### config.mk
export PLATFORM = sky130hd
export DESIGN_NAME = shsr_regs
export DESIGN_NICKNAME = d
export VERILOG_FILES = /design/src/hdl/shsr_pkg.sv /design/src/hdl/shsr_regs.sv
export VERILOG_INCLUDE_DIRS = /design/src /design/src/hdl
export SDC_FILE = /design/constraint.sdc
export NUM_CORES = 1
export LEC_CHECK = 0
export ABC_AREA = 1
export BUFFER_PORTS_ARGS = -buffer_cell sky130_fd_sc_hd__clkbuf_2
export CORE_MARGIN = 1
export CORE_UTILIZATION = 30
export DETAILED_ROUTE_END_ITERATION = 8
export SETUP_SLACK_MARGIN = 0.2
export SLEW_MARGIN = 15
export SYNTH_ARGS = -nofsm -noshare
export SYNTH_HDL_FRONTEND = slang
export SYNTH_SLANG_ARGS = --single-unit
### constraint.sdc
create_clock -name aclk -period 6 [get_ports aclk]
set_input_delay 1.8 -clock aclk [delete_from_list [all_inputs] [get_ports aclk]]
set_output_delay 1.8 -clock aclk [all_outputs]
set_load 0.01 [all_outputs]
### src/hdl/shsr_map.svh
// register map, field positions and timing figures of the
// sector header/status register bank.
// assumes AXI4-Lite byte addresses: index times four.
`ifndef SHSR_MAP_SVH
`define SHSR_MAP_SVH
`define SHSR_AW 7
`define SHSR_IDX_RAWMODE 5'h03
`define SHSR_IDX_BLK 5'h06
`define SHSR_IDX_MODE 5'h07
`define SHSR_IDX_FILE 5'h08
`define SHSR_IDX_CHAN 5'h09
`define SHSR_IDX_SUBM 5'h0a
`define SHSR_IDX_DTYP 5'h0b
`define SHSR_IDX_RAWFLG 5'h0c
`define SHSR_IDX_BFFLG 5'h0d
`define SHSR_IDX_STS0 5'h0e
`define SHSR_IDX_STS1 5'h0f
`define SHSR_IDX_LAST_H 5'h10
`define SHSR_IDX_LAST_L 5'h11
`define SHSR_IDX_AUX 5'h18
`define SHSR_IDX_TGT_MIN 5'h19
`define SHSR_IDX_TGT_SEC 5'h1a
`define SHSR_IDX_TGT_BLK 5'h1b
`define SHSR_AUX_AUTO 0
`define SHSR_AUX_MBH 1
`define SHSR_AUX_SHSEL 2
`define SHSR_AUX_REC 7
`define SHSR_DET_EN 0
`define SHSR_SHORT_LEN 12'h92f
`define SHSR_MODE1 8'h01
`define SHSR_MODE2 8'h02
`define SHSR_RESP_OKAY 2'h0
`define SHSR_RESP_SLVERR 2'h2
`define SHSR_RST_BYTE 8'h00
`endif

### src/hdl/shsr_pkg.sv
// types shared by the sector header/status register bank.
// assumes the decoder core hands over one sector record per
// decoder interrupt.
package shsr_pkg;
  typedef enum logic [2:0] {
    SHSR_DISABLED,
    SHSR_MONITOR,
    SHSR_WRITE_ONLY,
    SHSR_REAL_TIME,
    SHSR_REPEAT,
    SHSR_ASYNC
  } shsr_dec_mode_t;

  // byte order inside 32-bit groups: file, chan, submode, dtype
  typedef struct packed {
    logic [7:0] hdr_min;
    logic [7:0] hdr_sec;
    logic [7:0] hdr_blk;
    logic [7:0] hdr_mode;
    logic [3:0] hdr_ptr;
    logic [31:0] sh_a;
    logic [31:0] sh_b;
    logic [3:0] sh_ptr_a;
    logic [3:0] sh_ptr_b;
    logic [7:0] raw_mode;
    logic [3:0] raw_ptr;
    logic [11:0] sync_gap;
    logic sync_ins;
    logic any_ptr;
    logic corrected;
    logic edc_fail;
    logic ecc_fail;
    logic [31:0] parity;
    logic [3:0] parity_ptr;
    logic discriminated_mode_bit;
    logic discriminated_form_bit;
  } shsr_sector_t;
endpackage : shsr_pkg

### src/hdl/shsr_regs.sv
// sector header/status register bank with AXI4-Lite slave.
// assumes sector records arrive with a one-cycle decoder
// interrupt pulse, all on aclk.
`timescale 1ns/1ps
`include "shsr_map.svh"

module shsr_regs
  import shsr_pkg::*;
(
  input wire logic aclk,
  input wire logic aresetn,
  input wire logic decoder_interrupt,
  input wire shsr_dec_mode_t dec_mode,
  input wire shsr_sector_t sector,
  output logic correction_inhibit_flag,
  output logic short_sector_flag,
  output logic recordable_disc_status,
  output logic [8:0] last_area,
  input wire logic [`SHSR_AW-1:0] s_axi_awaddr,
  input wire logic s_axi_awvalid,
  output logic s_axi_awready,
  input wire logic [31:0] s_axi_wdata,
  input wire logic [3:0] s_axi_wstrb,
  input wire logic s_axi_wvalid,
  output logic s_axi_wready,
  output logic [1:0] s_axi_bresp,
  output logic s_axi_bvalid,
  input wire logic s_axi_bready,
  input wire logic [`SHSR_AW-1:0] s_axi_araddr,
  input wire logic s_axi_arvalid,
  output logic s_axi_arready,
  output logic [31:0] s_axi_rdata,
  output logic [1:0] s_axi_rresp,
  output logic s_axi_rvalid,
  input wire logic s_axi_rready
);

  // stored state
  logic [7:0] raw_mode_reg;
  logic [3:0] raw_ptr_reg;
  logic [7:0] blk_reg;
  logic [7:0] mode_reg;
  logic [7:0] file_reg;
  logic [7:0] chan_reg;
  logic [7:0] subm_reg;
  logic [7:0] dtyp_reg;
  logic [7:0] bfflg_reg;
  logic [7:0] sts0_reg;
  logic [7:0] sts1_reg;
  logic det_en_reg;
  logic auto_reg;
  logic mbh_reg;
  logic shsel_reg;
  logic [7:0] tgt_min_reg;
  logic [7:0] tgt_sec_reg;
  logic [7:0] tgt_blk_reg;
  logic [8:0] last_reg;
  logic rec_reg;
  logic inh_reg;
  logic short_reg;

  // bus state
  logic aw_rdy_reg;
  logic w_rdy_reg;
  logic [`SHSR_AW-1:0] aw_addr_reg;
  logic [31:0] w_data_reg;
  logic w_lane0_reg;
  logic bvalid_reg;
  logic [1:0] bresp_reg;
  logic ar_rdy_reg;
  logic rvalid_reg;
  logic [31:0] rdata_reg;
  logic [1:0] rresp_reg;

  // sector-level decode
  wire mode_buffers, mode_erasure, mode_recdet, mode_discrim;
  wire [7:0] sh_a_file, sh_a_chan, sh_a_subm, sh_a_dtyp;
  wire [3:0] sh_cmp, sh_err;
  wire raw_err_eff, rec_hit, mode_err, mode_bad;
  wire inhibit, is_short, tgt_miss, par_zero;
  wire [7:0] sts0_next, sts1_next, bfflg_next;

  // header bytes are only meaningful in these commands
  assign mode_buffers = (dec_mode == SHSR_WRITE_ONLY) ||
                        (dec_mode == SHSR_REAL_TIME) ||
                        (dec_mode == SHSR_REPEAT);

  assign mode_erasure = (dec_mode == SHSR_MONITOR) ||
                        (dec_mode == SHSR_WRITE_ONLY) ||
                        (dec_mode == SHSR_REAL_TIME);

  assign mode_recdet = (dec_mode == SHSR_MONITOR) ||
                       (dec_mode == SHSR_WRITE_ONLY) ||
                       (dec_mode == SHSR_REAL_TIME) ||
                       (dec_mode == SHSR_ASYNC);

  assign mode_discrim = (dec_mode == SHSR_REAL_TIME) ||
                        (dec_mode == SHSR_REPEAT);

  assign sh_a_file = sector.sh_a[31:24];
  assign sh_a_chan = sector.sh_a[23:16];
  assign sh_a_subm = sector.sh_a[15:8];
  assign sh_a_dtyp = sector.sh_a[7:0];

  // per-byte compare of the two sub-header copies
  assign sh_cmp[3] = sector.sh_a[31:24] != sector.sh_b[31:24];
  assign sh_cmp[2] = sector.sh_a[23:16] != sector.sh_b[23:16];
  assign sh_cmp[1] = sector.sh_a[15:8] != sector.sh_b[15:8];
  assign sh_cmp[0] = sector.sh_a[7:0] != sector.sh_b[7:0];

  assign sh_err = shsel_reg ? sh_cmp
                : (sector.sh_ptr_a & sector.sh_ptr_b);

  assign bfflg_next = {sector.hdr_ptr, sh_err};

  // mode byte handling set: raw mode pointer is disregarded
  assign raw_err_eff = sector.raw_ptr[0] & ~mbh_reg;

  assign rec_hit = det_en_reg && mode_recdet &&
                   ((sector.raw_mode[7:5] != 3'h0) ||
                    raw_err_eff);

  assign mode_err = sector.hdr_ptr[0];
  assign mode_bad = (sector.hdr_mode != `SHSR_MODE1) &&
                    (sector.hdr_mode != `SHSR_MODE2);

  assign inhibit = auto_reg &&
                   (mode_err || mode_bad ||
                    ((sector.hdr_mode == `SHSR_MODE2) &&
                     sector.hdr_ptr[0] == 1'b0 &&
                     sector.sh_ptr_a[1]));

  assign is_short = sector.sync_gap < `SHSR_SHORT_LEN;

  // pointers take no part in the target compare
  assign tgt_miss = (sector.hdr_min != tgt_min_reg) ||
                    (sector.hdr_sec != tgt_sec_reg) ||
                    (sector.hdr_blk != tgt_blk_reg);

  assign par_zero = (sector.parity_ptr == 4'h0) &&
                    (sector.parity == 32'h0);

  assign sts0_next = {
    is_short,
    sector.sync_ins,
    inhibit,
    mode_erasure & sector.any_ptr,
    sector.corrected,
    sector.edc_fail,
    sector.ecc_fail,
    tgt_miss
  };

  // reserved bits 7..3 stay zero
  assign sts1_next = {
    5'h00,
    par_zero,
    mode_discrim & sector.discriminated_mode_bit,
    mode_discrim & sector.discriminated_form_bit
  };

  // per-sector capture on each interrupt; header fields only in buffering commands
  always_ff @(posedge aclk) begin
    if (!aresetn) begin
      raw_mode_reg <= `SHSR_RST_BYTE;
      raw_ptr_reg <= 4'h0;
    end else if (decoder_interrupt) begin
      raw_mode_reg <= sector.raw_mode;
      raw_ptr_reg <= sector.raw_ptr;
    end
  end

  // kept unchanged outside buffering commands
  always_ff @(posedge aclk) begin
    if (!aresetn) begin
      blk_reg <= `SHSR_RST_BYTE;
      mode_reg <= `SHSR_RST_BYTE;
      file_reg <= `SHSR_RST_BYTE;
      chan_reg <= `SHSR_RST_BYTE;
      subm_reg <= `SHSR_RST_BYTE;
      dtyp_reg <= `SHSR_RST_BYTE;
      bfflg_reg <= `SHSR_RST_BYTE;
    end else if (decoder_interrupt && mode_buffers) begin
      blk_reg <= sector.hdr_blk;
      mode_reg <= sector.hdr_mode;
      file_reg <= sh_a_file;
      chan_reg <= sh_a_chan;
      subm_reg <= sh_a_subm;
      dtyp_reg <= sh_a_dtyp;
      bfflg_reg <= bfflg_next;
    end
  end

  always_ff @(posedge aclk) begin
    if (!aresetn) begin
      sts0_reg <= `SHSR_RST_BYTE;
      sts1_reg <= `SHSR_RST_BYTE;
      rec_reg <= 1'b0;
      inh_reg <= 1'b0;
      short_reg <= 1'b0;
    end else if (decoder_interrupt) begin
      sts0_reg <= sts0_next;
      sts1_reg <= sts1_next;
      rec_reg <= rec_hit;
      inh_reg <= inhibit;
      short_reg <= is_short;
    end
  end

  assign correction_inhibit_flag = inh_reg;
  assign short_sector_flag = short_reg;
  assign recordable_disc_status = rec_reg;
  assign last_area = last_reg;

  // write channel
  wire aw_take;
  wire w_take;
  wire do_write;
  wire b_done;
  wire [4:0] wr_idx;
  wire wr_ok;
  wire [7:0] wr_byte;
  wire wr_en;

  assign aw_take = s_axi_awvalid & aw_rdy_reg;
  assign w_take = s_axi_wvalid & w_rdy_reg;
  assign do_write = !aw_rdy_reg && !w_rdy_reg && !bvalid_reg;
  assign b_done = bvalid_reg & s_axi_bready;
  assign wr_idx = aw_addr_reg[`SHSR_AW-1:2];
  assign wr_byte = w_data_reg[7:0];
  assign wr_en = do_write & w_lane0_reg;

  // read-only registers accept writes silently
  assign wr_ok = (aw_addr_reg[1:0] == 2'h0) &&
                 ((wr_idx == `SHSR_IDX_RAWMODE) ||
                  ((wr_idx >= `SHSR_IDX_BLK) &&
                   (wr_idx <= `SHSR_IDX_LAST_L)) ||
                  ((wr_idx >= `SHSR_IDX_AUX) &&
                   (wr_idx <= `SHSR_IDX_TGT_BLK)));

  always_ff @(posedge aclk) begin
    if (!aresetn) begin
      aw_rdy_reg <= 1'b1;
      aw_addr_reg <= '0;
    end else if (aw_take) begin
      aw_rdy_reg <= 1'b0;
      aw_addr_reg <= s_axi_awaddr;
    end else if (b_done) begin
      aw_rdy_reg <= 1'b1;
    end
  end

  always_ff @(posedge aclk) begin
    if (!aresetn) begin
      w_rdy_reg <= 1'b1;
      w_data_reg <= 32'h0;
      w_lane0_reg <= 1'b0;
    end else if (w_take) begin
      w_rdy_reg <= 1'b0;
      w_data_reg <= s_axi_wdata;
      w_lane0_reg <= s_axi_wstrb[0];
    end else if (b_done) begin
      w_rdy_reg <= 1'b1;
    end
  end

  always_ff @(posedge aclk) begin
    if (!aresetn) begin
      bvalid_reg <= 1'b0;
      bresp_reg <= `SHSR_RESP_OKAY;
    end else if (do_write) begin
      bvalid_reg <= 1'b1;
      bresp_reg <= wr_ok ? `SHSR_RESP_OKAY : `SHSR_RESP_SLVERR;
    end else if (b_done) begin
      bvalid_reg <= 1'b0;
    end
  end

  // software-owned control
  always_ff @(posedge aclk) begin
    if (!aresetn) begin
      det_en_reg <= 1'b0;
      auto_reg <= 1'b0;
      mbh_reg <= 1'b0;
      shsel_reg <= 1'b0;
    end else if (wr_en && wr_idx == `SHSR_IDX_RAWFLG) begin
      det_en_reg <= wr_byte[`SHSR_DET_EN];
    end else if (wr_en && wr_idx == `SHSR_IDX_AUX) begin
      auto_reg <= wr_byte[`SHSR_AUX_AUTO];
      mbh_reg <= wr_byte[`SHSR_AUX_MBH];
      shsel_reg <= wr_byte[`SHSR_AUX_SHSEL];
    end
  end

  always_ff @(posedge aclk) begin
    if (!aresetn) begin
      tgt_min_reg <= `SHSR_RST_BYTE;
      tgt_sec_reg <= `SHSR_RST_BYTE;
      tgt_blk_reg <= `SHSR_RST_BYTE;
    end else if (wr_en) begin
      if (wr_idx == `SHSR_IDX_TGT_MIN) begin
        tgt_min_reg <= wr_byte;
      end
      if (wr_idx == `SHSR_IDX_TGT_SEC) begin
        tgt_sec_reg <= wr_byte;
      end
      if (wr_idx == `SHSR_IDX_TGT_BLK) begin
        tgt_blk_reg <= wr_byte;
      end
    end
  end

  // high half keeps only bit 8; upper bits read back zero
  always_ff @(posedge aclk) begin
    if (!aresetn) begin
      last_reg <= 9'h000;
    end else if (wr_en && wr_idx == `SHSR_IDX_LAST_H) begin
      last_reg[8] <= wr_byte[0];
    end else if (wr_en && wr_idx == `SHSR_IDX_LAST_L) begin
      last_reg[7:0] <= wr_byte;
    end
  end

  assign s_axi_awready = aw_rdy_reg;
  assign s_axi_wready = w_rdy_reg;
  assign s_axi_bvalid = bvalid_reg;
  assign s_axi_bresp = bresp_reg;

  // read channel
  wire ar_take;
  wire r_done;
  wire [4:0] rd_idx;
  wire rd_aligned;
  wire [7:0] rd_rawflg;
  wire [7:0] rd_aux;
  wire [7:0] rd_byte;
  wire rd_hit;

  assign ar_take = s_axi_arvalid & ar_rdy_reg;
  assign r_done = rvalid_reg & s_axi_rready;
  assign rd_idx = s_axi_araddr[`SHSR_AW-1:2];
  assign rd_aligned = s_axi_araddr[1:0] == 2'h0;

  assign rd_rawflg = {raw_ptr_reg, 3'h0, det_en_reg};
  assign rd_aux = {rec_reg, 4'h0, shsel_reg, mbh_reg, auto_reg};

  assign rd_byte =
    (rd_idx == `SHSR_IDX_RAWMODE) ? raw_mode_reg :
    (rd_idx == `SHSR_IDX_BLK) ? blk_reg :
    (rd_idx == `SHSR_IDX_MODE) ? mode_reg :
    (rd_idx == `SHSR_IDX_FILE) ? file_reg :
    (rd_idx == `SHSR_IDX_CHAN) ? chan_reg :
    (rd_idx == `SHSR_IDX_SUBM) ? subm_reg :
    (rd_idx == `SHSR_IDX_DTYP) ? dtyp_reg :
    (rd_idx == `SHSR_IDX_RAWFLG) ? rd_rawflg :
    (rd_idx == `SHSR_IDX_BFFLG) ? bfflg_reg :
    (rd_idx == `SHSR_IDX_STS0) ? sts0_reg :
    (rd_idx == `SHSR_IDX_STS1) ? sts1_reg :
    (rd_idx == `SHSR_IDX_LAST_H) ? {7'h00, last_reg[8]} :
    (rd_idx == `SHSR_IDX_LAST_L) ? last_reg[7:0] :
    (rd_idx == `SHSR_IDX_AUX) ? rd_aux :
    (rd_idx == `SHSR_IDX_TGT_MIN) ? tgt_min_reg :
    (rd_idx == `SHSR_IDX_TGT_SEC) ? tgt_sec_reg :
    (rd_idx == `SHSR_IDX_TGT_BLK) ? tgt_blk_reg :
    `SHSR_RST_BYTE;

  // 04h and 05h belong to other blocks: unmapped here
  assign rd_hit = rd_aligned &&
                  ((rd_idx == `SHSR_IDX_RAWMODE) ||
                   ((rd_idx >= `SHSR_IDX_BLK) &&
                    (rd_idx <= `SHSR_IDX_LAST_L)) ||
                   ((rd_idx >= `SHSR_IDX_AUX) &&
                    (rd_idx <= `SHSR_IDX_TGT_BLK)));

  always_ff @(posedge aclk) begin
    if (!aresetn) begin
      ar_rdy_reg <= 1'b1;
      rvalid_reg <= 1'b0;
      rdata_reg <= 32'h0;
      rresp_reg <= `SHSR_RESP_OKAY;
    end else if (ar_take) begin
      ar_rdy_reg <= 1'b0;
      rvalid_reg <= 1'b1;
      rdata_reg <= rd_hit ? {24'h0, rd_byte} : 32'h0;
      rresp_reg <= rd_hit ? `SHSR_RESP_OKAY : `SHSR_RESP_SLVERR;
    end else if (r_done) begin
      ar_rdy_reg <= 1'b1;
      rvalid_reg <= 1'b0;
    end
  end

  assign s_axi_arready = ar_rdy_reg;
  assign s_axi_rvalid = rvalid_reg;
  assign s_axi_rdata = rdata_reg;
  assign s_axi_rresp = rresp_reg;

endmodule : shsr_regs

==> results.txt, run 1 <==
The run gives 113 as the maximum number of pins on one net before global-route repair. The remaining antenna violation count after routing is 0, and the clock latency on the worst-skew pair is 0.43 ns. The leakage power total is 0.004167 uW.

The mux cell area share after synthesis is 0%, and the number of detailed-routing iterations run before antenna repair is 7. The tools report the post-synthesis cell area as 7507 um^2. For this design the total switching power over the nets is 696.9 uW. The worst setup path is launched from an input pin.

After global routing the overflow that remains totals 0. Fill cells in the final layout number 2681. For the worst flop-to-flop path, the logic depth is 5. Counting flops and latches in the post-synthesis netlist gives 148. The share of the cycle needed by the critical path after routing works out to 54.41%. For the final routed database, the setup TNS stands at 0 ns. Subtracting the final worst setup slack from the clock period gives 3.265 ns. The cell depth of the worst min-delay path was 2.

From left edge to right edge, the die measures 160.2 um. Of the total power, the share spent switching nets is 29.04%. The unique cell type count in the Yosys netlist is 50, and the detailed-route DRC error count is 0. At the worst endpoint, the required time is 6.33 ns. The run gives 0 as the yosys synthesis warning count. By area, the combinational part of the netlist is dominated by simple AND/OR/NAND/NOR gates. The die covers 25660 um^2. In this run the critical register-to-register path is launched from s_axi_bvalid$_SDFFE_PN0P_. The class of the most critical hold timing path was register to register. Combinational logic burns 13.1% of the power. The worst hold path begins at file_reg[7]$_SDFFE_PN0P_.

The final max-slew violation count came out at 0. The clock net sink count was 148; the number of max-capacitance violations reported was 0. For this configuration, the core starts out at a cell density of 30.69%. The clock passes through at most 2 buffers. The arrival time reported for the critical path endpoint was 3.60 ns.

STA classifies the critical path endpoint as a register. The critical path in this run is classified as input pin to register. In the layout the commonest cells are sky130_fd_sc_hd__clkbuf_2, sky130_fd_sc_hd__nor2_1, sky130_fd_sc_hd__dfxtp_1.

Dominant synthesized flop cell: sky130_fd_sc_hd__dfxtp_1. The endpoint identified for the worst register-to-register timing path is tgt_blk_reg[3]$_SDFFE_PN0P_. The flow ran to the end, and the final reports show no timing, DRC or antenna violations.

The initialized floorplan defines 57 standard-cell rows. The total CTS buffers was 17; the post-synthesis compound-gate area fraction was 19.03%. For the hold violation total from the final report, the log shows 0. The tools report the number of global-route vias before repair as 6928. The count of boundary I/O pins is 289. The fraction of synthesis flops using an asynchronous set or reset pin is 0%, and the XOR/XNOR share of the synthesized area is 4.550%. The height of the chip works out to 160.2 um.

After Yosys synthesis, and, or, nand and nor cells account for 27.05% of the synthesized area. The arithmetic-cell share of the synthesized area counting full adders, half adders and majority gates came out at 0%. The total number of H-tree levels was 4; the number of nets in the finished design was 1505. The clock share of power came out at 42.7%. The area fraction of the dominant cell type after synthesis is 39.47%, and the post-cts resize count is 0.

The CTS root buffer was sky130_fd_sc_hd__clkbuf_16. The HPWL after detailed placement is 18930 um. Buffers inserted to repair hold after CTS numbered 0.

Setup repair after global routing left no endpoint under its margin. By area the synthesized netlist is led by sky130_fd_sc_hd__dfxtp_1, sky130_fd_sc_hd__o21ai_0, sky130_fd_sc_hd__nor2_1. The average wire per cell in the routed design is 15.18 um.

The biggest area contributor in the post-synthesis netlist is sky130_fd_sc_hd__dfxtp_1. During placement, the flow inserted port buffers numbering 235. The run gives 33.62% as the relative slew slack.

End of the worst hold path: file_reg[7]$_SDFFE_PN0P_. The region available for standard cell placement spans 24460 um^2. The worst-case IR drop observed on VDD is 0.2098 mV.

The tools report the cell-internal power as 1703 uW. After technology mapping, the gate count stands at 1051. In the final layout, the multi-input gates occupy 3910 um^2. Across the routed clock network, the largest skew measured is 0.01636 ns.

The number of enable flip-flop cells after synthesis is 0, and the final setup violation count is 0. The tools report the total routing resource utilization after global routing as 18.85%. The run gives 39.47% as the sequential area share after synthesis.

The total vias in the final route is 7617. In this run the worst path has a maximum fanout of 11. The first-pass GRT wire length is 37210 um, and the number of flip-flops in the largest register is 9.

The measured slew at the worst slew-check pin came out at 0.9896 ns. The mean area per synthesized cell was 7.143 um^2; the total power consumption of the routed design was 2400 uW. The most common cell after layout, fill and taps aside was sky130_fd_sc_hd__clkbuf_2.

The number of DRC markers after the initial detailed-route iteration was 570; the layout overhead on the synthesized area was 25.55%. For this run, the top clock speed supported by timing is 306.3 MHz. The power per cell area works out to 254.7 nW/um^2.

In the routed layout, each cell is associated on average with a via count of 4.737. TritonCTS built the clock tree. The share of post-route cells with drive strength above 1 came out at 25.27%. Post-CTS timing repair inserted 0 buffers for setup. The tools report the combined flip-flop and latch cell area as 2963 um^2. Clock-pin slew was measured on the worst setup and hold paths at 0.07 ns. For flop-to-flop paths, the worst setup slack is 4.06 ns. Total wire length: 24410 um. At the end of routability-driven placement, the weighted congestion stood at 0.8388.

Sequential cells account for 44.2% of the total power. The tools report the initial antenna violation count as 1.
how the worst max path moves through the flow:
stage / startpoint / endpoint / slack [ns] / cells past startpoint
after floorplan: s_axi_araddr[4] / s_axi_rdata[2]$_SDFFE_PN0P_ / 2.81 / 14
after global placement: s_axi_araddr[5] / s_axi_rdata[2]$_SDFFE_PN0P_ / 2.32 / 16
after detailed placement: s_axi_araddr[4] / s_axi_rdata[4]$_SDFFE_PN0P_ / 2.31 / 11
after CTS: s_axi_araddr[4] / s_axi_rdata[4]$_SDFFE_PN0P_ / 2.74 / 11
after global routing: s_axi_araddr[5] / s_axi_rdata[2]$_SDFFE_PN0P_ / 2.57 / 16
final: s_axi_araddr[4] / s_axi_rdata[4]$_SDFFE_PN0P_ / 2.74 / 11
layer usage:
| layer | vias to the layer above | track usage, % | part of all wire [%] |
|---|---|---|---|
| met5 | - | 0 | 0 |
| met3 | 13 | 4.286 | 6.1 |
| met1 | 3441 | 24.41 | 46 |
| met2 | 276 | 31.40 | 47 |
| li1 | 3887 | - | - |
| met4 | 0 | 4.848 | 1.1 |
logic make-up after synthesis:
group           count (synthesis)
flops                         148
simple gates                  435
compound gates                267
xor+xnor                       39
other cells                     1
buf+inv                       161
cell usage after synthesis, types with 13 or more instances:
cell type,n
sky130_fd_sc_hd__nor2_1,164
sky130_fd_sc_hd__dfxtp_1,148
sky130_fd_sc_hd__nand2_1,145
sky130_fd_sc_hd__o21ai_0,135
sky130_fd_sc_hd__a21oi_1,95
sky130_fd_sc_hd__inv_1,80
sky130_fd_sc_hd__nand3_1,42
sky130_fd_sc_hd__xnor2_1,36
sky130_fd_sc_hd__clkbuf_1,31
sky130_fd_sc_hd__buf_4,29
sky130_fd_sc_hd__nand4_1,22
sky130_fd_sc_hd__nor4_1,13
power groups by stage:
| stage | combinational [uW] | sequential, uW | clock [uW] |
|---|---|---|---|
| after detailed placement | 315 | 1080 | 0 |
| after global placement | 311 | 1080 | 0 |
| final | 313 | 1060 | 1030 |
| after CTS | 316 | 1060 | 1050 |
| after global routing | 351 | 1070 | 1080 |
| after floorplan | 188 | 1080 | 0 |
through the flow:
| stage | area, um^2 | utilization (%) | setup slack [ns] | instances | hold slack [ns] |
|---|---|---|---|---|---|
| 6_report | 9425 | 38.53 | 2.735 | 1608 | 0.4566 |
| 5_1_grt | 9420 | 38.51 | 2.571 | 1606 | 0.4732 |
| 4_1_cts | 9420 | 38.51 | 2.741 | 1606 | 0.4550 |
| 3_5_place_dp | 8855 | 36.20 | 2.306 | 1574 | 0.4444 |
| 3_3_place_gp | 8855 | 36.20 | 2.324 | 1574 | 0.4415 |
| 2_1_floorplan | 7601 | - | 2.808 | 1076 | 0.4245 |
worst max-delay path, stage by stage:
cell,delay [ns]
sky130_fd_sc_hd__clkbuf_2,0.26
sky130_fd_sc_hd__nand3_2,0.21
sky130_fd_sc_hd__nor2_2,0.43
sky130_fd_sc_hd__a21oi_1,0.17
sky130_fd_sc_hd__nand4_1,0.16
sky130_fd_sc_hd__a21boi_1,0.10
sky130_fd_sc_hd__nand4_1,0.11
sky130_fd_sc_hd__nand2_1,0.10
sky130_fd_sc_hd__nand2_1,0.09
sky130_fd_sc_hd__nand2_1,0.06
sky130_fd_sc_hd__a21oi_1,0.10
cell type report:
type,instances,share of cell area (%)
tap,324,4.301
sequential,148,31.44
timing repair buffer,241,12.96
clock buffer,17,4.513
inverter,94,3.770
antenna,2,0.05310
multi-input combinational,767,41.48
clock inverter,15,1.487
(Power assumes the default switching activity.)
==> run 2: changes to the inputs <==
- ABC_AREA: 1 -> 0
- clock period: 6 -> 3.2 ns (I/O delays scaled with it)
==> run 2 against run 1 <==
Design area is 7.4% higher; sequential cell count stayed put; largest power group is now the clock network; the flow now finishes with violations (design-rule violations); via count is 1.8% lower; largest cell class unchanged; first-iteration DRC count is 21% lower.
==> results.txt, run 2 <==
The die covers 27620 um^2. The tools report the number of buffers added to fix hold violations after cts as 0. Critical path's slowest cell: sky130_fd_sc_hd__a2111oi_2. The tools report the filler cell count in the final layout as 2724. Using the TritonRoute via totals, the vias-per-cell ratio works out to 4.890.

Setup total negative slack on the finished layout was measured at 0 ns. Data on the critical path is required at its endpoint by 3.50 ns. Setup slack on the critical path of the routed design comes to 0.6513 ns.

The core region is 26280 um^2. Element type at the critical path end: a register. Buffers added to address setup during post-CTS repair amount to 0. Post-cts resize count: 0. sky130_fd_sc_hd__dfxtp_1 takes more of the synthesized area than any other cell. Measured slew at the worst slew-check pin: 0.5968 ns. Each instance of the synthesized netlist takes up on average 8.442 um^2.

For the sequential area share after synthesis, the log shows 36.63%. The library cell used most frequently in the layout, excluding fill and tap cells, is sky130_fd_sc_hd__clkbuf_2. The family with the most delay on the worst path is compound AO/OA/AOI/OAI gates. The area growth from synthesis to layout is 25.19%. The tools report the end of the worst hold path as chan_reg[6]$_SDFFE_PN0P_. The destination of the worst register-to-register timing path was last_area[4]$_SDFFE_PN0P_. The maximum buffer depth of the clock tree was 2; the detailed-route DRC error count was 46. Synthesis produced a netlist whose cell count is 958.

The power per cell area is 448.1 nW/um^2. Unique cell type count in the Yosys netlist: 72. Setup violations remaining at the end of the flow were counted as 0.

In this run the horizontal extent of the chip is 166.2 um. Along the worst path, the maximum fanout reaches 22. The critical path goes through clkbuf_2, buf_4, mux2i_1, nor2_1, a311oi_1, a221oi_1, a2111oi_2, nor3b_2. The number of flip-flops in the largest register is 9, and the combined flip-flop and latch cell area is 2963 um^2. Start of the worst register-to-register path: s_axi_bvalid$_SDFFE_PN0P_. During I/O placement, the number of pins put on the boundary was 289.

Clock latency on the worst-skew pair, taken at its later pin, is 0.43 ns. The most frequently used cell type in the post-synthesis netlist was sky130_fd_sc_hd__nand2_1. The register bit count reported by yosys works out to 148. The logs give 0 for the number of max-capacitance violations reported and 39700 um for the first-pass GRT wire length. Counting flops with an async set or reset pin after synthesis yields a share of 0%. The run gives 4 as the total number of H-tree levels.

Leaving out fill and tap cells, the most frequent cells in the layout are sky130_fd_sc_hd__clkbuf_2, sky130_fd_sc_hd__nand2_1, sky130_fd_sc_hd__dfxtp_1. The design draws 4537 uW. The CTS root buffer was sky130_fd_sc_hd__clkbuf_16. Multi-input gate area in the final layout: 4732 um^2. Across the VDD grid, the largest voltage drop is 0.2620 mV.

The total routing resource utilization after global routing came out at 18.82%. For this block, the initial DRC count from the detailed router was 453. Yosys attributes the largest share of cell area to sky130_fd_sc_hd__dfxtp_1, sky130_fd_sc_hd__nand2_1, sky130_fd_sc_hd__mux2i_1. The tools report the number of global-route vias before repair as 7033. The checks that failed: design-rule violations. Entering global routing, the biggest net connects 84 pins. The count of nets left with antenna violations once routing finished came out at 0. The height of the chip is 166.2 um, and the final clock skew is 0.009865 ns. The flow ran to the end, but the final reports show violations.

The yosys synthesis warning count is 0, and the minimum setup slack among reg-to-reg paths is 1.12 ns. Routability-driven placement finished with a final weighted congestion of 0.9202. TritonCTS built the clock tree. Final max-slew violation count: 0. The count of input and output buffers works out to 235.

Dividing the detail-routed wire length by the instance count gives 17.18 um. The routed design could run at a clock period as short as 2.549 ns. For the initial antenna violation count, the log shows 1. Yosys mapped a number of flops with a built-in enable equal to 0. Sorting the synthesized cells by how often they occur yields sky130_fd_sc_hd__nand2_1, sky130_fd_sc_hd__dfxtp_1, sky130_fd_sc_hd__a21boi_0. Measured in cells, the most critical reg-to-reg path has a length of 6. After layout, the worst path uses 79.65% of the clock period. The critical path is of the input pin to register type.

The cell depth of the worst min-delay path came out at 2. For this run, the leading register cell type out of synthesis is sky130_fd_sc_hd__dfxtp_1. Setup repair after global routing left no endpoint under its margin. After clock tree synthesis, the clock-pin slew on the worst setup and hold paths is 0.07 ns. In the final layout, the share of cells above drive strength 1 is 26.30%.

Total half-perimeter wirelength after legalization and detailed placement: 20720 um. The logs give 8 for the number of detailed-routing iterations run before antenna repair and 1417 for the number of nets in the finished design. The largest single stage delay on the critical path is 0.42 ns.

The relative slew slack is 60.21%. The critical path runs through a total of 8 cells. Static timing analysis puts the maximum clock frequency at 392.4 MHz.

The hold violation total from the final report came out at 0. The synthesized design devotes to its leading area cell type 36.63% of total area. For the clock net sink count, the log shows 148.

Row generation in the floorplan step produced 59 rows. Timing analysis after detailed placement gives a worst setup slack of 0.2857 ns. The logs give 0 for the total overflow reported by the global router and 17 for the total CTS buffers.

The total vias in the final route came out at 7481. For this design the static power due to leakage is 0.004079 uW. The post-synthesis cell area is 8088 um^2.

In this run the most critical hold path is launched from chan_reg[6]$_SDFFE_PN0P_. The number of buffers and inverters on the critical path came out at 2. The worst hold path belongs to the class register to register.

The initial utilization of the core area, before any placement, comes to 30.78%. The worst setup path is launched from an input pin. Wires add up to 26280 um. At the worst endpoint, the arrival time is 2.85 ns.
==> run 2: final cells by class <==
type	instances	area share [%]
multi-input combinational	743	46.74
sequential	148	29.26
timing repair buffer	260	13.74
clock buffer	18	4.239
tap	335	4.140
clock inverter	14	1.446
inverter	11	0.4078
antenna	1	0.02472
==> run 2: logic make-up after synthesis <==
logic type	count (synthesis)	share of synthesized area, %
buf+inv	92	6.173
compound gates	211	18.60
flops	148	36.63
other cells	1	0.04637
mux	63	7.813
simple gates	387	24.67
xor+xnor	56	6.064
==> run 2: where the power goes <==
| part | switching (uW) | leakage, uW | internal (uW) |
|---|---|---|---|
| Clock | 883 | 0.000275 | 1100 |
| Combinational | 313 | 0.00260 | 271 |
| Sequential | 64.0 | 0.00121 | 1910 |
==> run 2: tightest hold or removal path: cells and delay by family, from the launching register on <==
kind	cells	cell delay (ns)
AND/OR/NAND/NOR	1	0.05
flip-flops	1	0.31
AO/OA/AOI/OAI	1	0.06
==> run 2: metrics by stage <==
| stage | area, um^2 | util (%) | std cells | hold WS [ns] |
|---|---|---|---|---|
| after global placement | 9547 | 36.33 | 1497 | 0.4506 |
| after CTS | 10120 | 38.52 | 1529 | 0.4669 |
| after detailed placement | 9547 | 36.33 | 1497 | 0.4574 |
| final | 10120 | 38.53 | 1530 | 0.4651 |
| after global routing | 10120 | 38.52 | 1529 | 0.4873 |
| after floorplan | 8182 | - | 983 | 0.4386 |
==> run 2: layer usage <==
layer	global-route usage [%]	wire, um
met2	29.61	11900
met3	4.028	1494
met5	0	11
met4	7.030	579
met1	25.16	12300
==> run 2: how the worst max path moves through the flow <==
stage | from | endpoint | slack (ns)
2_1_floorplan | s_axi_araddr[2] | s_axi_rdata[2]$_SDFFE_PN0P_ | 0.80
3_3_place_gp | s_axi_araddr[2] | s_axi_rdata[7]$_SDFFE_PN0P_ | 0.28
3_5_place_dp | s_axi_araddr[2] | s_axi_rdata[7]$_SDFFE_PN0P_ | 0.29
4_1_cts | s_axi_araddr[2] | s_axi_rdata[7]$_SDFFE_PN0P_ | 0.72
5_1_grt | s_axi_araddr[2] | s_axi_rdata[1]$_SDFFE_PN0P_ | 0.53
6_report | s_axi_araddr[2] | s_axi_rdata[7]$_SDFFE_PN0P_ | 0.65
==> run 3: changes to the inputs <==
- clock period: 3.2 -> 2.4 ns (I/O delays scaled with it)
==> run 3 against run 2 <==
The flow still finishes with violations (design-rule violations); critical path depth stayed put; via count up 2.1%; sequential power increased by 34%; cell count rose by 3.9%; clock skew is 0.0043 ns higher; design area increased by 5.1%; count of clock-buffer cells in the layout did not move; register-to-register slack got worse by 0.61 ns; first-iteration DRC count increased by 9.5%; combinational power up 44%; total power grew 39%; largest cell class unchanged; largest power group unchanged.
==> results.txt, run 3 (synthesis results as in run 2) <==
The instance area after placement was 10000 um^2; the remaining antenna violation count after routing was 0. At the pin with the least slew margin, the transition time is 0.5911 ns. The class of the most critical hold timing path is register to register. Data on the critical path is required at its endpoint by 2.72 ns. The logs give 0.004401 uW for the leakage power total and 59 for the number of core rows. The clock network accounts for 44.8% of the total power.

The biggest cell delay along the critical path was 0.39 ns. The register with the most flip-flops in the layout has 9 of them. The detailed router placed 7638 vias in this run. The total number of H-tree levels came out at 4.

In this run the most critical hold path is launched from file_reg[1]$_SDFFE_PN0P_. Derived from the worst setup path, the maximum achievable clock frequency is 467.5 MHz. The run finished, with violations left. The congestion estimate from routability-driven global placement came to 0.9482. The net count of the finished layout is 1476.

Startpoint of the worst setup timing path: s_axi_araddr[5]. Of the cells placed in the final design, the portion with a size suffix greater than 1 is 30.01%. The total power consumption of the routed design is 6284 uW, and the total die area is 27620 um^2. The number of global-route vias before repair was 7305; the maximum net fanout on the critical path was 9. The clock drives 148 sinks. Global routing used 3.932% of the available met3 tracks.

Sequential cells burn 41.8% of the power. The startpoint identified for the worst register-to-register timing path is shsel_reg$_SDFFE_PN0P_. The first detailed-routing pass took 7 iterations. The total half-perimeter wirelength after legalization and detailed placement came out at 21380 um.

In this run the standard cell core region covers 26280 um^2. The CTS root buffer is sky130_fd_sc_hd__clkbuf_16. Clock skew on the completed layout was measured at 0.01420 ns. The tools report the hold violation total from the final report as 0. In the final routed layout, each cell accounts on average for 16.84 um. Layout overhead on the synthesized area: 31.56%. For this design the ratio of total power to cell area is 590.5 nW/um^2. Summed over all nets, the switching power comes to 1718 uW.

The die is 166.2 um tall. The library cells used most frequently in the layout, excluding fill and tap cells, are sky130_fd_sc_hd__clkbuf_2, sky130_fd_sc_hd__nand2_1, sky130_fd_sc_hd__dfxtp_1. Among the stages of the critical path, the cell type that occurs most often is sky130_fd_sc_hd__buf_4. After global routing the overflow that remains totals 0. In this run the deepest clock path goes through 2 buffers. In this run the horizontal extent of the chip is 166.2 um. TritonCTS built the clock tree. For this block, the routed nets add up to 26770 um of wire.

The worst supply voltage drop on vdd came out at 0.4402 mV. The number of DRC markers after the initial detailed-route iteration came out at 496. At the worst endpoint, the arrival time is 2.45 ns.

For this run, global-route usage on met2 was measured as 31.06%. Setup repair after global routing could not meet its margin everywhere. Global routing used 19.32% of the available tracks.

The final period demand of the worst path works out to 2.139 ns. The switching fraction of total power is 27.34%, and the count of input and output buffers is 235. For the worst-skew pair, the clock arrives at the later sink with an insertion delay of 0.43 ns. The met1 track demand over resource was 26.33%. The number of clock buffers added by TritonCTS is 17.

The busiest layer in global routing was met2. For this configuration, the core starts out at a cell density of 30.78%. The final max-slew violation count came out at 0. Cell internal power was estimated by the tool at 4566 uW.

The signal on the critical path passes through clkbuf_2, buf_4, or3b_1, nor3_2, buf_4, a221oi_1, o211ai_1, a32o_1. Using the TritonRoute via totals, the vias-per-cell ratio works out to 4.807. The maximum number of pins on one net before global-route repair was 113; the number of max-capacitance violations reported was 0.

The first-pass GRT wire length is 40930 um. Pin placement for this block handled 289 I/O pins. The tools report the element type at the critical path end as a register.

The critical path's slowest cell was sky130_fd_sc_hd__a221oi_1. The tools report the initial antenna violation count as 1. The share of the cycle needed by the critical path after routing works out to 89.13%.

Of the total power, combinational logic draws 13.4%. The clock-pin slew of the registers on the worst-case setup and hold paths was 0.07 ns. The run gives 60.50% as the relative slew slack.

The checks that failed: design-rule violations. The most common cell after layout, fill and taps aside is sky130_fd_sc_hd__clkbuf_2. The logs give 0 for the final setup violation count and 46 for the detailed-route DRC error count. Launching element type of the critical path: an input pin. The critical path in this run is classified as input pin to register. The tools report the final non-filler cell area as 10640 um^2.
run 3: critical path, delay by kind of cell:
family / cells / cell delay (ns)
AND/OR/NAND/NOR: 2 / 0.32
buffers and inverters: 3 / 0.52
AO/OA/AOI/OAI: 3 / 0.88
run 3: power by group through the flow:
| stage | Sequential, uW | Clock [uW] | Combinational [uW] |
|---|---|---|---|
| 6_report | 2630 | 2820 | 840 |
| 5_1_grt | 2640 | 2970 | 927 |
| 4_1_cts | 2630 | 2870 | 847 |
| 3_5_place_dp | 2680 | 0 | 843 |
| 3_3_place_gp | 2680 | 0 | 837 |
| 2_1_floorplan | 2650 | 0 | 475 |
run 3: what timing repair did:
| item | in CTS | in global routing |
|---|---|---|
| gates resized for setup | 2 | 4 |
| setup buffers | 0 | 0 |
| hold buffers | 0 | 0 |
| setup endpoints to repair | 2 | 8 |
run 3: final timing paths:
kind / end / slack, ns / cells past startpoint
min: file_reg[1]$_SDFFE_PN0P_ / 0.46 / 2
min reg2reg: file_reg[1]$_SDFFE_PN0P_ / 0.46 / 2
max: s_axi_rdata[6]$_SDFFE_PN0P_ / 0.26 / 8
max reg2reg: s_axi_rdata[2]$_SDFFE_PN0P_ / 0.51 / 6
run 3: layer usage:
layer | share of wire (%) | wire, um | up-vias
li1 | - | - | 3863
met1 | 48 | 12960 | 3552
met2 | 46 | 12210 | 201
met3 | 4.7 | 1266 | 22
met4 | 1.2 | 326 | 0
met5 | 0 | 0 | -
run 3: stage by stage:
stage | util [%] | TNS (ns) | hold WS (ns) | std cells | setup slack, ns
2_1_floorplan | - | 0 | 0.4386 | 983 | 0.2397
3_3_place_gp | 38.06 | -1.699 | 0.4542 | 1556 | -0.3180
3_5_place_dp | 38.06 | -1.744 | 0.4597 | 1556 | -0.3337
4_1_cts | 40.44 | 0 | 0.4632 | 1588 | 0.2143
5_1_grt | 40.48 | 0 | 0.4733 | 1588 | 0.1891
6_report | 40.49 | 0 | 0.4637 | 1589 | 0.2608
run 3: area by class of cell:
class	count	area, um^2
Fill cell	2754	15640
Multi-Input combinational cell	743	4742
Sequential cell	148	2963
Timing Repair Buffer	319	1849
Clock buffer	18	439.2
Tap cell	335	419.2
Clock inverter	14	183.9
Inverter	11	41.29
Antenna cell	1	2.502
